<file path="config.mk">
export PLATFORM = sky130hd
export DESIGN_NAME = irq_pin_and_sync_assoc_cfg
export DESIGN_NICKNAME = d
export VERILOG_FILES = /design/src/logic/irq_sync_pkg.sv /design/src/logic/irq_pin_cfg_if.sv /design/src/logic/irq_pin_drv.sv /design/src/logic/irq_pin_and_sync_assoc_cfg.sv
export SDC_FILE = /design/constraint.sdc
export NUM_CORES = 1
export LEC_CHECK = 0
export BUFFER_PORTS_ARGS = -buffer_cell sky130_fd_sc_hd__buf_2
export CAP_MARGIN = 20
export CORE_ASPECT_RATIO = 0.6
export CORE_MARGIN = 2
export CORE_UTILIZATION = 26
export DETAILED_ROUTE_END_ITERATION = 10
export SLEW_MARGIN = 20
export SYNTH_ARGS = -nofsm -noshare
export SYNTH_HDL_FRONTEND = slang
export SYNTH_SLANG_ARGS = --single-unit
</file>
<file path="constraint.sdc">
create_clock -name core_clk -period 1.3 [get_ports core_clk]
set_input_delay 0.065 -clock core_clk [delete_from_list [all_inputs] [get_ports core_clk]]
set_output_delay 0.065 -clock core_clk [all_outputs]
set_load 0.005 [all_outputs]
</file>
<file path="src/logic/irq_sync_pkg.sv">
// Constants for interrupt pin and frame sync association configuration
package irq_sync_pkg;
   // Register offsets on the microprocessor port
   localparam logic [7:0] ADDR_SYNC_CTRL = 8'h34;
   localparam logic [7:0] ADDR_SYNC_REF  = 8'h7a;
   localparam logic [7:0] ADDR_IRQ_CFG   = 8'h7d;

   // Field positions
   localparam int SYNC_EN_BIT      = 7;
   localparam int IRQ_POL_BIT      = 0;
   localparam int IRQ_TRI_BIT      = 1;
   localparam int IRQ_GENOUT_BIT   = 2;
   localparam int SYNC_REF_W       = 4;

   // Reset values
   localparam logic [7:0] IRQ_CFG_RESET    = 8'h02;
   localparam logic [3:0] SYNC_REF_RESET   = 4'h0;
   localparam logic       SYNC_EN_RESET    = 1'b0;

   // Highest legal reference code
   localparam logic [3:0] SYNC_REF_MAX     = 4'he;
endpackage

</file>
<file path="src/logic/irq_pin_cfg_if.sv">
// Carrier of pin configuration from the register bank to the pin driver
`timescale 1ns/1ps
interface irq_pin_cfg_if;
   logic irq_pin_general_out_sel;
   logic drive_when_active_only;
   logic polarity;
   logic irq_request;

   modport bank (output irq_pin_general_out_sel, output drive_when_active_only,
                 output polarity, output irq_request);
   modport drv  (input irq_pin_general_out_sel, input drive_when_active_only,
                 input polarity, input irq_request);
endinterface

</file>
<file path="src/logic/irq_pin_drv.sv">
// Interrupt pin driver: level and output enable from configuration
`timescale 1ns/1ps
module irq_pin_drv
   import irq_sync_pkg::*;
(
   // Clock and reset
   input  wire logic     core_clk,
   input  wire logic     rst,
   // Configuration
   irq_pin_cfg_if.drv    cfg,
   // Pin
   output logic          pin_out,
   output logic          pin_oe_n
);
   logic next_pin_out;
   logic next_pin_oe_n;
   logic active;

   // Level and enable; general output is always an active state
   always_comb begin
      active = cfg.irq_pin_general_out_sel | cfg.irq_request;
      if (cfg.irq_pin_general_out_sel) begin
         next_pin_out = cfg.polarity;
      end else begin
         next_pin_out = cfg.irq_request ? cfg.polarity : ~cfg.polarity;
      end
      // Released when idle lets several sources share one wire
      next_pin_oe_n = cfg.drive_when_active_only & ~active;
   end

   // Registered so the pin never glitches on config writes
   always_ff @(posedge core_clk) begin
      if (rst) begin
         pin_out  <= 1'b0;
         pin_oe_n <= 1'b1;
      end else begin
         pin_out  <= next_pin_out;
         pin_oe_n <= next_pin_oe_n;
      end
   end
endmodule // irq_pin_drv

</file>
<file path="src/logic/irq_pin_and_sync_assoc_cfg.sv">
// Register bank for interrupt pin mode and frame sync reference association
`timescale 1ns/1ps
module irq_pin_and_sync_assoc_cfg
   import irq_sync_pkg::*;
(
   // Clock and reset
   input  wire logic       core_clk,
   input  wire logic       rst,
   // Microprocessor register port
   input  wire logic [7:0] reg_addr,
   input  wire logic       reg_wr,
   input  wire logic [7:0] reg_wdata,
   input  wire logic       reg_rd,
   output logic      [7:0] reg_rdata,
   // Device status
   input  wire logic       irq_event,
   input  wire logic       locked,
   input  wire logic [3:0] locked_ref,
   // Frame sync
   input  wire logic       ext_sync_in,
   output logic            ext_sync_accept,
   // Interrupt pin
   output logic            irq_pin_out,
   output logic            irq_pin_oe_n
);
   // Configuration state
   logic       general_out_sel;
   logic       tri_en;
   logic       pol;
   logic       sync_en;
   logic [3:0] sync_ref;
   logic       next_general_out_sel;
   logic       next_tri_en;
   logic       next_pol;
   logic       next_sync_en;
   logic [3:0] next_sync_ref;
   logic [7:0] next_reg_rdata;
   logic       next_ext_sync_accept;
   logic       ref_match;

   irq_pin_cfg_if pin_cfg ();

   // Decode shared by write and read paths
   function automatic logic hit(input logic [7:0] a, input logic [7:0] target);
      return a == target;
   endfunction

   // Write path; reserved bits are dropped
   always_comb begin
      next_general_out_sel = general_out_sel;
      next_tri_en   = tri_en;
      next_pol      = pol;
      next_sync_en  = sync_en;
      next_sync_ref = sync_ref;
      if (reg_wr && hit(reg_addr, ADDR_IRQ_CFG)) begin
         next_general_out_sel = reg_wdata[IRQ_GENOUT_BIT];
         next_tri_en  = reg_wdata[IRQ_TRI_BIT];
         next_pol     = reg_wdata[IRQ_POL_BIT];
      end
      if (reg_wr && hit(reg_addr, ADDR_SYNC_CTRL)) begin
         next_sync_en = reg_wdata[SYNC_EN_BIT];
      end
      if (reg_wr && hit(reg_addr, ADDR_SYNC_REF)) begin
         next_sync_ref = reg_wdata[SYNC_REF_W-1:0];
      end
   end

   // Configuration registers
   always_ff @(posedge core_clk) begin
      if (rst) begin
         general_out_sel <= IRQ_CFG_RESET[IRQ_GENOUT_BIT];
         tri_en   <= IRQ_CFG_RESET[IRQ_TRI_BIT];
         pol      <= IRQ_CFG_RESET[IRQ_POL_BIT];
         sync_en  <= SYNC_EN_RESET;
         sync_ref <= SYNC_REF_RESET;
      end else begin
         general_out_sel <= next_general_out_sel;
         tri_en   <= next_tri_en;
         pol      <= next_pol;
         sync_en  <= next_sync_en;
         sync_ref <= next_sync_ref;
      end
   end

   // Read path; unmapped offsets and unused bits read zero
   always_comb begin
      next_reg_rdata = reg_rdata;
      if (reg_rd) begin
         next_reg_rdata = 8'h00;
         if (hit(reg_addr, ADDR_IRQ_CFG)) begin
            next_reg_rdata[IRQ_GENOUT_BIT] = general_out_sel;
            next_reg_rdata[IRQ_TRI_BIT] = tri_en;
            next_reg_rdata[IRQ_POL_BIT] = pol;
         end
         if (hit(reg_addr, ADDR_SYNC_CTRL)) begin
            next_reg_rdata[SYNC_EN_BIT] = sync_en;
         end
         if (hit(reg_addr, ADDR_SYNC_REF)) begin
            next_reg_rdata[SYNC_REF_W-1:0] = sync_ref;
         end
      end
   end

   // Sync gate: code 1111 names no input, so nothing ever passes
   always_comb begin
      ref_match = locked && (locked_ref == sync_ref) && (sync_ref <= SYNC_REF_MAX);
      next_ext_sync_accept = ext_sync_in & sync_en & ref_match;
   end

   // Read data and sync gate registers
   always_ff @(posedge core_clk) begin
      if (rst) begin
         reg_rdata       <= 8'h00;
         ext_sync_accept <= 1'b0;
      end else begin
         reg_rdata       <= next_reg_rdata;
         ext_sync_accept <= next_ext_sync_accept;
      end
   end

   // Hand configuration to the pin driver
   assign pin_cfg.irq_pin_general_out_sel = general_out_sel;
   assign pin_cfg.drive_when_active_only  = tri_en;
   assign pin_cfg.polarity                = pol;
   assign pin_cfg.irq_request             = irq_event;

   irq_pin_drv u_pin (
      .core_clk (core_clk),
      .rst      (rst),
      .cfg      (pin_cfg),
      .pin_out  (irq_pin_out),
      .pin_oe_n (irq_pin_oe_n)
   );
endmodule // irq_pin_and_sync_assoc_cfg

</file>
# After elaboration in Yosys (flattened, before gate mapping)
# Cells that the tools add are included.
[op_classes] eq_ne=4 bitwise_logic=6 n_lt_le_gt_ge=1 reduce_logical=5 muxes=5
[op_table] op="equality test 8 x 7 -> 1 bit (second input constant)" count=2
[op_table] op="equality test 8 x 6 -> 1 bit (second input constant)" count=1
[op_table] op="logical AND 1 bit" count=5
[op_table] op="equality test 4 bit" count=1
[op_table] op="less-or-equal comparator 4 bit (second input constant)" count=1
[op_table] op="2-to-1 mux 4 bit" count=1
[op_table] op="bitwise AND 1 bit" count=3
[op_table] op="2-to-1 mux 1 bit" count=3
[op_table] op="2-to-1 mux 3 bit" count=1
[op_table] op="inverter 1 bit" count=2
[op_table] op="bitwise OR 1 bit" count=1
[totals] reg_bits=16 elab_cells=30 out_inout_bits=11

# Logic depth before layout (Yosys ltp)
# Gate-level depths: netlist of run 1.
[logic_depth] ltp_word=4 ltp_mapped=4 mapped_depth_nobuf=3

# By module
# From an unflattened synthesis of run 1, not the netlist that was laid out.
[unflattened] cells_unflattened=85 hier_area_um2=812.0
[modules_own_cells] mod="irq_pin_and_sync_assoc_cfg" n_inst=1 cells_each=78 seq_area_each_um2=280.3 area_per_inst_um2=744.5
[modules_own_cells] mod="irq_pin_drv" n_inst=1 cells_each=7 seq_area_each_um2=40.0 area_per_inst_um2=67.6

# Worst setup path before layout of run 1
# No wires, ideal clock.
[synth_timing] path_type="input to register" from="input reg_addr[0]" to="register sync_ref[1]" path_slack_ns=0.302 arrival_ns=0.872 stages=4 path_cell_list="buf_6 or3b_1 o41ai_1 a21oi_1"
[synth_via] elab_chain_len=2
[synth_rtl] item="from (decl)" line_no="irq_pin_and_sync_assoc_cfg.sv:10" rtl="input wire logic [7:0] reg_addr,"
[synth_rtl] item="equality test 8 x 7 -> 1 bit" line_no="irq_pin_and_sync_assoc_cfg.sv:45" rtl="return a == target;"
[synth_rtl] item="logical AND 1 bit" line_no="irq_pin_and_sync_assoc_cfg.sv:63" rtl="if (reg_wr && hit(reg_addr, ADDR_SYNC_REF)) begin"
[synth_rtl] item="to (signal assigned)" line_no="irq_pin_and_sync_assoc_cfg.sv:81" rtl="sync_ref <= next_sync_ref;"
[synth_rtl] item="to (decl)" line_no="irq_pin_and_sync_assoc_cfg.sv:31" rtl="logic [3:0] sync_ref;"
# No other way between the ends.
# A chain may end at the register's enable or synchronous reset.

# Final worst setup path of run 1
[layout_timing] from="register sync_en" to="register ext_sync_accept"
[layout_via] elab_chain_len=2
[layout_rtl] item="from (decl)" line_no="irq_pin_and_sync_assoc_cfg.sv:30" rtl="logic sync_en;"
[layout_rtl] item="from (signal assigned)" line_no="irq_pin_and_sync_assoc_cfg.sv:80" rtl="sync_en <= next_sync_en;"
[layout_rtl] item="bitwise AND 1 bit (2 in series)" line_no="irq_pin_and_sync_assoc_cfg.sv:107" rtl="next_ext_sync_accept = ext_sync_in & sync_en & ref_match;"
[layout_rtl] item="to (signal assigned)" line_no="irq_pin_and_sync_assoc_cfg.sv:117" rtl="ext_sync_accept <= next_ext_sync_accept;"
[layout_rtl] item="to (decl)" line_no="irq_pin_and_sync_assoc_cfg.sv:21" rtl="output logic ext_sync_accept,"
# No other way between the ends.

==> reports/metrics.yaml, run 1 <==
drt_iter0_drc: 31
wl_per_cell_um: 12.6
path_class: "flip-flop to flip-flop"
ir_drop_mv: 0.483
sw_frac_of_total_pct: 22.0
drv_slew: 0
holdWs_ns: 0.0853
critical-path-max-stage-delay_ns: 0.39
grt_pass1_vias: 744
post_cts_buffers: 0
gp_congestion: 0.806
n_antenna_cell: 0
area_growth_pct: 22.9
num_vias: 801
crit_buf_inv: 0
path_delay_family: "simple AND/OR/NAND/NOR gates"
antenna_found_initial: 0
endpoint_kind: "flip-flop"
postSynthAreaPerCell_um2: 9.29
clock_path_buffers: 2
synth_edf_count: 0
drc: 0
reg2reg_depth: 3
cpMaxStageDelayCell: "dfxtp_1"
p_sw_w: 0.000215
final_layout_size_suffix_gt1_share_pct: 29.3
min_from: "reg_wdata[7]"
die_area_um2: 3850
cts.reportedPaths.clkPinSlew_ns: 0.06
outcome: "finished clean"
firstDrtPassIters: 4
drt_wl_total_um: 2110
ys_ff_latch: 16
initial_core_util_pct: 26.9
h-tree-depth: 1
rsz0062_at_grt: "no"
worst_ep_required_time_ns: 1.49
final_cell_area_um2: 1070
hold_buffers: 0
min_period_over_period_pct: 79.3
final_antenna_net_count: 0
hold_class: "input pin to flip-flop"
grt_max_degree: 21
grt_pass1_wl_um: 3580
maxCapViolCount: 0
fmax_mhz: 971
place_area_um2: 1030
yosys_most_used_dff: "dfxtp_1"
overflow: 0
p_leak_nw: 0.438
insertion_delay_ns: 0.24
synth_area_um2: 873
post_cts_resized: 0
startpoint_type: "flip-flop"
yosysSeqAreaShare_pct: 36.7
p_per_area_nw_per_um2: 908
worst-path-stages: 3
die_w_um: 78.8
track_usage_pct: 12.0
hold_violations: 0
portBuffers: 31
clockPowerShare_pct: 36.2
worstPathCellList: "nand4b_1, nor4_1, o21a_1"
rows: 16
synthCells: 94
yosysWarnings: 0
cts_sinks: 16
cts_made_buffers: 3
seqPwrFrac_pct: 51.4
finalSetupViolations: 0
hold-path-cell-count: 3
critPathLaunch: "sync_en$_SDFFE_PP0P_"
cp_data_arrival_time_ns: 1.22
ios: 38
r2r_slack_ns: 0.27
r2r_start: "sync_en$_SDFFE_PP0P_"
cts_tree: "done"
dp_hpwl_um: 1720
core_area_um2: 3240
finClkSkew_ns: 0.00127
synthArstFlopShare_pct: 0
ys_types: 32
via_per_inst: 4.77
internal_power_w: 0.000760
critPathMaxFanout: 3
period_needed_ns: 1.03
fin_setup_tns_ns: 0
die_h_um: 48.9
p_comb_share_pct: 12.4
nets: 152
root_buffer: "clkbuf_8"
nFillCells: 346
[cells in the mapped netlist (4+ instances only)]
cell type  count  area (um2)
a21oi_1        4        20.0
a31oi_1        4        25.0
nand2b_1      10        62.6
nand4_1        7        43.8
nor2_1         5        18.8
nand3_1        4        20.0
dfxtp_1       16         320
mux2i_1        6        60.1
[power by group through the flow]
stage	clock [W]	sequential, W	combinational [W]
2_1_floorplan	0	0.000513	0.0000717
3_3_place_gp	0	0.000512	0.000117
3_5_place_dp	0	0.000512	0.000120
4_1_cts	0.000369	0.000501	0.000121
5_1_grt	0.000393	0.000502	0.000136
6_report	0.000352	0.000501	0.000121
[through the flow]
stage | total power (W) | util (%) | setup slack (ns) | instances
finish | 0.000975 | 33.1 | 0.270 | 168
global route | 0.00103 | 33.1 | 0.179 | 168
CTS | 0.000991 | 33.1 | 0.251 | 168
detailed placement | 0.000633 | 31.8 | 0.152 | 165
global placement | 0.000629 | 31.8 | 0.205 | 165
floorplan | 0.000585 | - | 0.302 | 96
[cell families (layout without fill, tap and decap cells)]
| family | count (synthesis) | after routing | synth area share, % |
|---|---|---|---|
| buffers and inverters | 8 | 35 | 7.31 |
| XOR/XNOR | 4 | 4 | 4.01 |
| AND/OR/NAND/NOR | 44 | 44 | 33.2 |
| flip-flops | 16 | 16 | 36.7 |
| other | 1 | 3 | 0.429 |
| multiplexers | 6 | 6 | 6.88 |
| AO/OA/AOI/OAI | 15 | 15 | 11.5 |
[path summary, 6_finish.rpt]
check                               end
min reg2reg   reg_rdata[7]$_SDFFE_PP0P_
min                sync_en$_SDFFE_PP0P_
max          ext_sync_accept$_SDFF_PP0_
max reg2reg  ext_sync_accept$_SDFF_PP0_
[registers in the layout, summed over array words and instances (netlist names)]
name,count
pin_cfg.polarity,1
reg_rdata,5
u_pin.pin_out,1
sync_ref,4
u_pin.pin_oe_n,1
sync_en,1
ext_sync_accept,1
general_out_sel,1
pin_cfg.drive_when_active_only,1
[cell usage in the layout, fill, tap and decap left out, types with 2 or more instances in the layout]
| cell | synthesis | final |
|---|---|---|
| a21oi_1 | 4 | 4 |
| a31oi_1 | 4 | 4 |
| and4b_1 | 3 | 3 |
| buf_2 | 0 | 31 |
| clkbuf_8 | 0 | 3 |
| conb_1 | 1 | 3 |
| dfxtp_1 | 16 | 16 |
| mux2i_1 | 6 | 6 |
| nand2_1 | 2 | 2 |
| nand2b_1 | 10 | 10 |
| nand3_1 | 4 | 4 |
| nand4_1 | 7 | 7 |
| nand4b_1 | 2 | 2 |
| nor2_1 | 5 | 5 |
| nor4_1 | 2 | 2 |
| o21bai_1 | 3 | 3 |
| o41ai_1 | 2 | 2 |
| xor2_1 | 3 | 3 |
[cell type report]
| cell class | instances | area, um2 | share of cell area [%] |
|---|---|---|---|
| clock buffers | 3 | 41.3 | 3.85 |
| inverters | 1 | 3.75 | 0.350 |
| multi-input cells | 72 | 497 | 46.3 |
| flip-flops and latches | 16 | 320 | 29.8 |
| well taps | 45 | 56.3 | 5.24 |
| repair buffers | 31 | 155 | 14.5 |
[worst min-delay path, stage by stage]
cell      delay, ns
buf_2          0.10
nand2b_1       0.05
mux2i_1        0.06
[per-layer routing]
metal	wire, um	up-vias	part of all wire (%)	GRT usage [%]
met4	0	0	0	0
met5	0	-	0	0
met1	1060	375	50	16.6
li1	-	400	-	-
met2	908	26	43	18.5
met3	145	0	6.9	5.37
No activity file was read; power rests on OpenSTA's default activity.
==> inputs of run 2 (changes only) <==
==> constraint.sdc (replaced) <==
create_clock -name core_clk -period 1 [get_ports core_clk]
set_input_delay 0.05 -clock core_clk [delete_from_list [all_inputs] [get_ports core_clk]]
set_output_delay 0.05 -clock core_clk [all_outputs]
set_load 0.005 [all_outputs]
==> reports/metrics.yaml, run 2 (synthesis gave the netlist of run 1 again) <==
finClkSkew_ns: 0.00346
period_needed_ns: 0.966
h-tree-depth: 1
drt_iter0_drc: 55
final_layout_size_suffix_gt1_share_pct: 35.8
die_area_um2: 3850
antenna_found_initial: 0
grt_pass1_wl_um: 3900
portBuffers: 31
n_antenna_cell: 0
insertion_delay_ns: 0.25
dp_hpwl_um: 1830
drv_slew: 0
dp_slack_ns: -0.0565
cp_data_arrival_time_ns: 1.16
path_class: "flip-flop to flip-flop"
fin_util_pct: 35.8
nets: 163
min_period_over_period_pct: 96.6
mostFrequentLayoutCell: "buf_2"
endpoint_kind: "flip-flop"
die_w_um: 78.8
worst_ep_required_time_ns: 1.20
worstPathCellList: "xor2_1, nor4_1, o21a_1"
root_buffer: "clkbuf_8"
cts_tree: "done"
critical-path-max-stage-delay_ns: 0.35
area_growth_pct: 32.8
cts.reportedPaths.clkPinSlew_ns: 0.06
final_cell_mix: "31 x buf_2, 15 x dfxtp_1, 11 x buf_4"
rows: 16
core_area_um2: 3240
startpoint_type: "flip-flop"
final_antenna_net_count: 0
overflow: 0
p_per_area_nw_per_um2: 1110
hold_violations: 0
cts_sinks: 16
cpMaxStageDelayCell: "dfxtp_4"
ir_drop_mv: 0.523
ios: 38
die_h_um: 48.9
via_per_inst: 4.70
cts_made_buffers: 3
finalSetupViolations: 0
hold_class: "input pin to flip-flop"
path_delay_family: "flip-flops"
drc: 0
wl_per_cell_um: 12.7
maxCapViolCount: 0
finalWorstSetupSlack_ns: 0.0339
firstDrtPassIters: 4
holdWs_ns: 0.0651
regMostFlops: "reg_rdata"
critPathMaxFanout: 3
fmax_mhz: 1040
track_usage_pct: 12.6
p_leak_nw: 0.494
clock_path_buffers: 2
gp_congestion: 0.809
rsz0062_at_grt: "yes"
outcome: "finished clean"
crit_buf_inv: 0
hold_buffers: 0
largest_reg_flops: 5
grt_max_degree: 20
drt_wl_total_um: 2270
num_vias: 842
initial_core_util_pct: 26.9
grt_pass1_vias: 844
reg_top3: "reg_rdata x5, sync_ref x4"
fin_setup_tns_ns: 0
p_total_w: 0.00129
run 2: cell types whose count changed in the layout (fill, tap and decap cells not counted):
cell | previous run | this run
buf_4 | 0 | 11
dfxtp_1 | 16 | 15
dfxtp_4 | 0 | 1
run 2: worst paths after layout:
kind / from / to / slack [ns] / depth (start not counted)
min reg2reg: reg_rdata[3]$_SDFFE_PP0P_ / reg_rdata[3]$_SDFFE_PP0P_ / 0.47 / 2
min: reg_wdata[7] / sync_en$_SDFFE_PP0P_ / 0.07 / 3
max: sync_ref[1]$_SDFFE_PP0P_ / ext_sync_accept$_SDFF_PP0_ / 0.03 / 3
max reg2reg: sync_ref[1]$_SDFFE_PP0P_ / ext_sync_accept$_SDFF_PP0_ / 0.03 / 3
run 2: worst register-to-register path: stages (launching register included):
cell and delay (ns):
dfxtp_4 0.35, xor2_1 0.14, nor4_1 0.28, o21a_1 0.15
run 2: cell type report:
cell class | instances | area, um2
well taps | 45 | 56.3
flip-flops and latches | 16 | 324
multi-input cells | 72 | 497
repair buffers | 42 | 238
fillers | 342 | 2080
clock buffers | 3 | 41.3
inverters | 1 | 3.75
run 2: where the power goes:
group	internal [W]	switching (W)
Clock	0.000267	0.000201
Sequential	0.000646	0.00000377
Combinational	0.0000869	0.0000895
run 2: routing by layer:
metal | global-route usage, % | vias to the layer above | part of all wire [%]
met1 | 17.5 | 388 | 50
met4 | 1.72 | 0 | 0
met3 | 4.26 | 0 | 5.2
met2 | 19.5 | 27 | 45
li1 | - | 427 | -
met5 | 0 | - | 0
run 2: stage by stage:
stage / instances / cell area, um2
global placement: 175 / 1110
CTS: 178 / 1150
finish: 179 / 1160
detailed placement: 175 / 1110
global route: 179 / 1160
floorplan: 96 / 881
run 2: timing repair:
item                                    CTS  global route
endpoints found under the setup margin    0             1
gates resized for setup                   0             2
buffers inserted                          0             1
==> inputs of run 3 (changes only) <==
==> constraint.sdc (replaced) <==
create_clock -name core_clk -period 1 [get_ports core_clk]
set_input_delay 0.15 -clock core_clk [delete_from_list [all_inputs] [get_ports core_clk]]
set_output_delay 0.15 -clock core_clk [all_outputs]
set_load 0.005 [all_outputs]
==> reports/metrics.yaml, run 3 (synthesis gave the netlist of run 1 again) <==
via_per_inst: 4.63
fin_util_pct: 37.7
cts.reportedPaths.clkPinSlew_ns: 0.06
p_sw_w: 0.000305
place_area_um2: 1150
rsz0062_at_grt: "yes"
p_comb_share_pct: 13.1
rows: 16
outcome: "finished clean"
drt_wl_total_um: 2240
final_antenna_net_count: 0
insertion_delay_ns: 0.25
track_usage_pct: 12.3
grt_pass1_wl_um: 3660
cp_data_arrival_time_ns: 1.15
root_buffer: "clkbuf_8"
period_needed_ns: 0.956
critical-path-max-stage-delay_ns: 0.35
firstDrtPassIters: 4
worst_ep_required_time_ns: 1.19
nets: 167
grt_max_degree: 20
cpMaxStageDelayCell: "dfxtp_4"
antenna_found_initial: 0
final_cell_mix: "31 x buf_2, 15 x buf_4, 14 x dfxtp_1"
wl_per_cell_um: 12.2
mostFrequentLayoutCell: "buf_2"
seqPwrFrac_pct: 46.6
cts_tree: "done"
final_cell_area_um2: 1220
overflow: 0
largest_reg_flops: 5
holdWs_ns: 0.165
portBuffers: 31
dp_hpwl_um: 1810
drc: 0
path_delay_family: "flip-flops"
ios: 38
die_area_um2: 3850
internal_power_w: 0.00109
initial_core_util_pct: 26.9
fmax_mhz: 1050
min_period_over_period_pct: 95.6
die_h_um: 48.9
cts_sinks: 16
p_total_w: 0.00139
sw_frac_of_total_pct: 21.9
stdcell_count: 184
clockPowerShare_pct: 40.2
regMostFlops: "reg_rdata"
path_class: "flip-flop to flip-flop"
gp_congestion: 0.831
die_w_um: 78.8
drt_iter0_drc: 39
h-tree-depth: 1
core_area_um2: 3240
hold_class: "input pin to flip-flop"
reg_top3: "reg_rdata x5, sync_ref x4"
maxCapViolCount: 0
finClkSkew_ns: 0.00544
clock_path_buffers: 2
num_vias: 851
hold_violations: 0
dp_cells: 178
nFillCells: 347
p_per_area_nw_per_um2: 1140
area_growth_pct: 40.0
ir_drop_mv: 0.467
startpoint_type: "flip-flop"
finalSetupViolations: 0
grt_pass1_vias: 789
n_antenna_cell: 0
p_leak_nw: 0.523
drv_slew: 0
hold_buffers: 0
critPathMaxFanout: 2
worstPathCellList: "xor2_1, nor4_1, o21a_1"
endpoint_kind: "flip-flop"
cts_made_buffers: 3
final_layout_size_suffix_gt1_share_pct: 41.0
crit_buf_inv: 0
-- run 3: layout make-up --
class | instances | area, um2 | area share (%)
clock buffers | 4 | 55.1 | 4.50
inverters | 1 | 3.75 | 0.307
multi-input cells | 72 | 514 | 42.1
repair buffers | 46 | 268 | 21.9
flip-flops and latches | 16 | 325 | 26.6
well taps | 45 | 56.3 | 4.61
-- run 3: layer usage --
metal  global-route usage [%]  up-vias  wire length, um
met1                     18.9      378             1200
met4                     1.72        0                7
met5                        0        -                0
li1                         -      435                -
met2                     15.5       36              841
met3                     5.56        2              183
-- run 3: worst min-delay path, cell delays in order --
cell     delay (ns)
buf_2          0.10
nand4_1        0.06
a21oi_1        0.06
-- run 3: power by group through the flow --
| stage | combinational, W | sequential (W) | clock [W] |
|---|---|---|---|
| final | 0.000183 | 0.000649 | 0.000560 |
| after global routing | 0.000204 | 0.000650 | 0.000628 |
| after CTS | 0.000183 | 0.000652 | 0.000573 |
| after detailed placement | 0.000182 | 0.000666 | 0 |
| after global placement | 0.000179 | 0.000666 | 0 |
| after floorplan | 0.0000973 | 0.000667 | 0 |
-- run 3: repair_timing --
action	4_1_cts	5_1_grt
endpoints found under the setup margin	0	1
setup buffers	0	2
resized for setup	0	3
-- run 3: path summary, 6_finish.rpt --
path                                                 from                    endpoint  depth (start not counted)  slack (ns)
worst max-delay path             sync_ref[1]$_SDFFE_PP0P_  ext_sync_accept$_SDFF_PP0_                          3        0.04
worst min-delay path                         reg_wdata[3]    sync_ref[3]$_SDFFE_PP0P_                          3        0.17
worst max register to register   sync_ref[1]$_SDFFE_PP0P_  ext_sync_accept$_SDFF_PP0_                          3        0.04
worst min register to register  reg_rdata[3]$_SDFFE_PP0P_   reg_rdata[3]$_SDFFE_PP0P_                          2        0.47
-- run 3: stage by stage --
step                setup TNS (ns)  setup WS (ns)
detailed placement           -1.18         -0.163
global route              -0.00594       -0.00594
finish                           0         0.0444
global placement            -0.959         -0.123
CTS                              0         0.0305
floorplan                  -0.0998        -0.0499
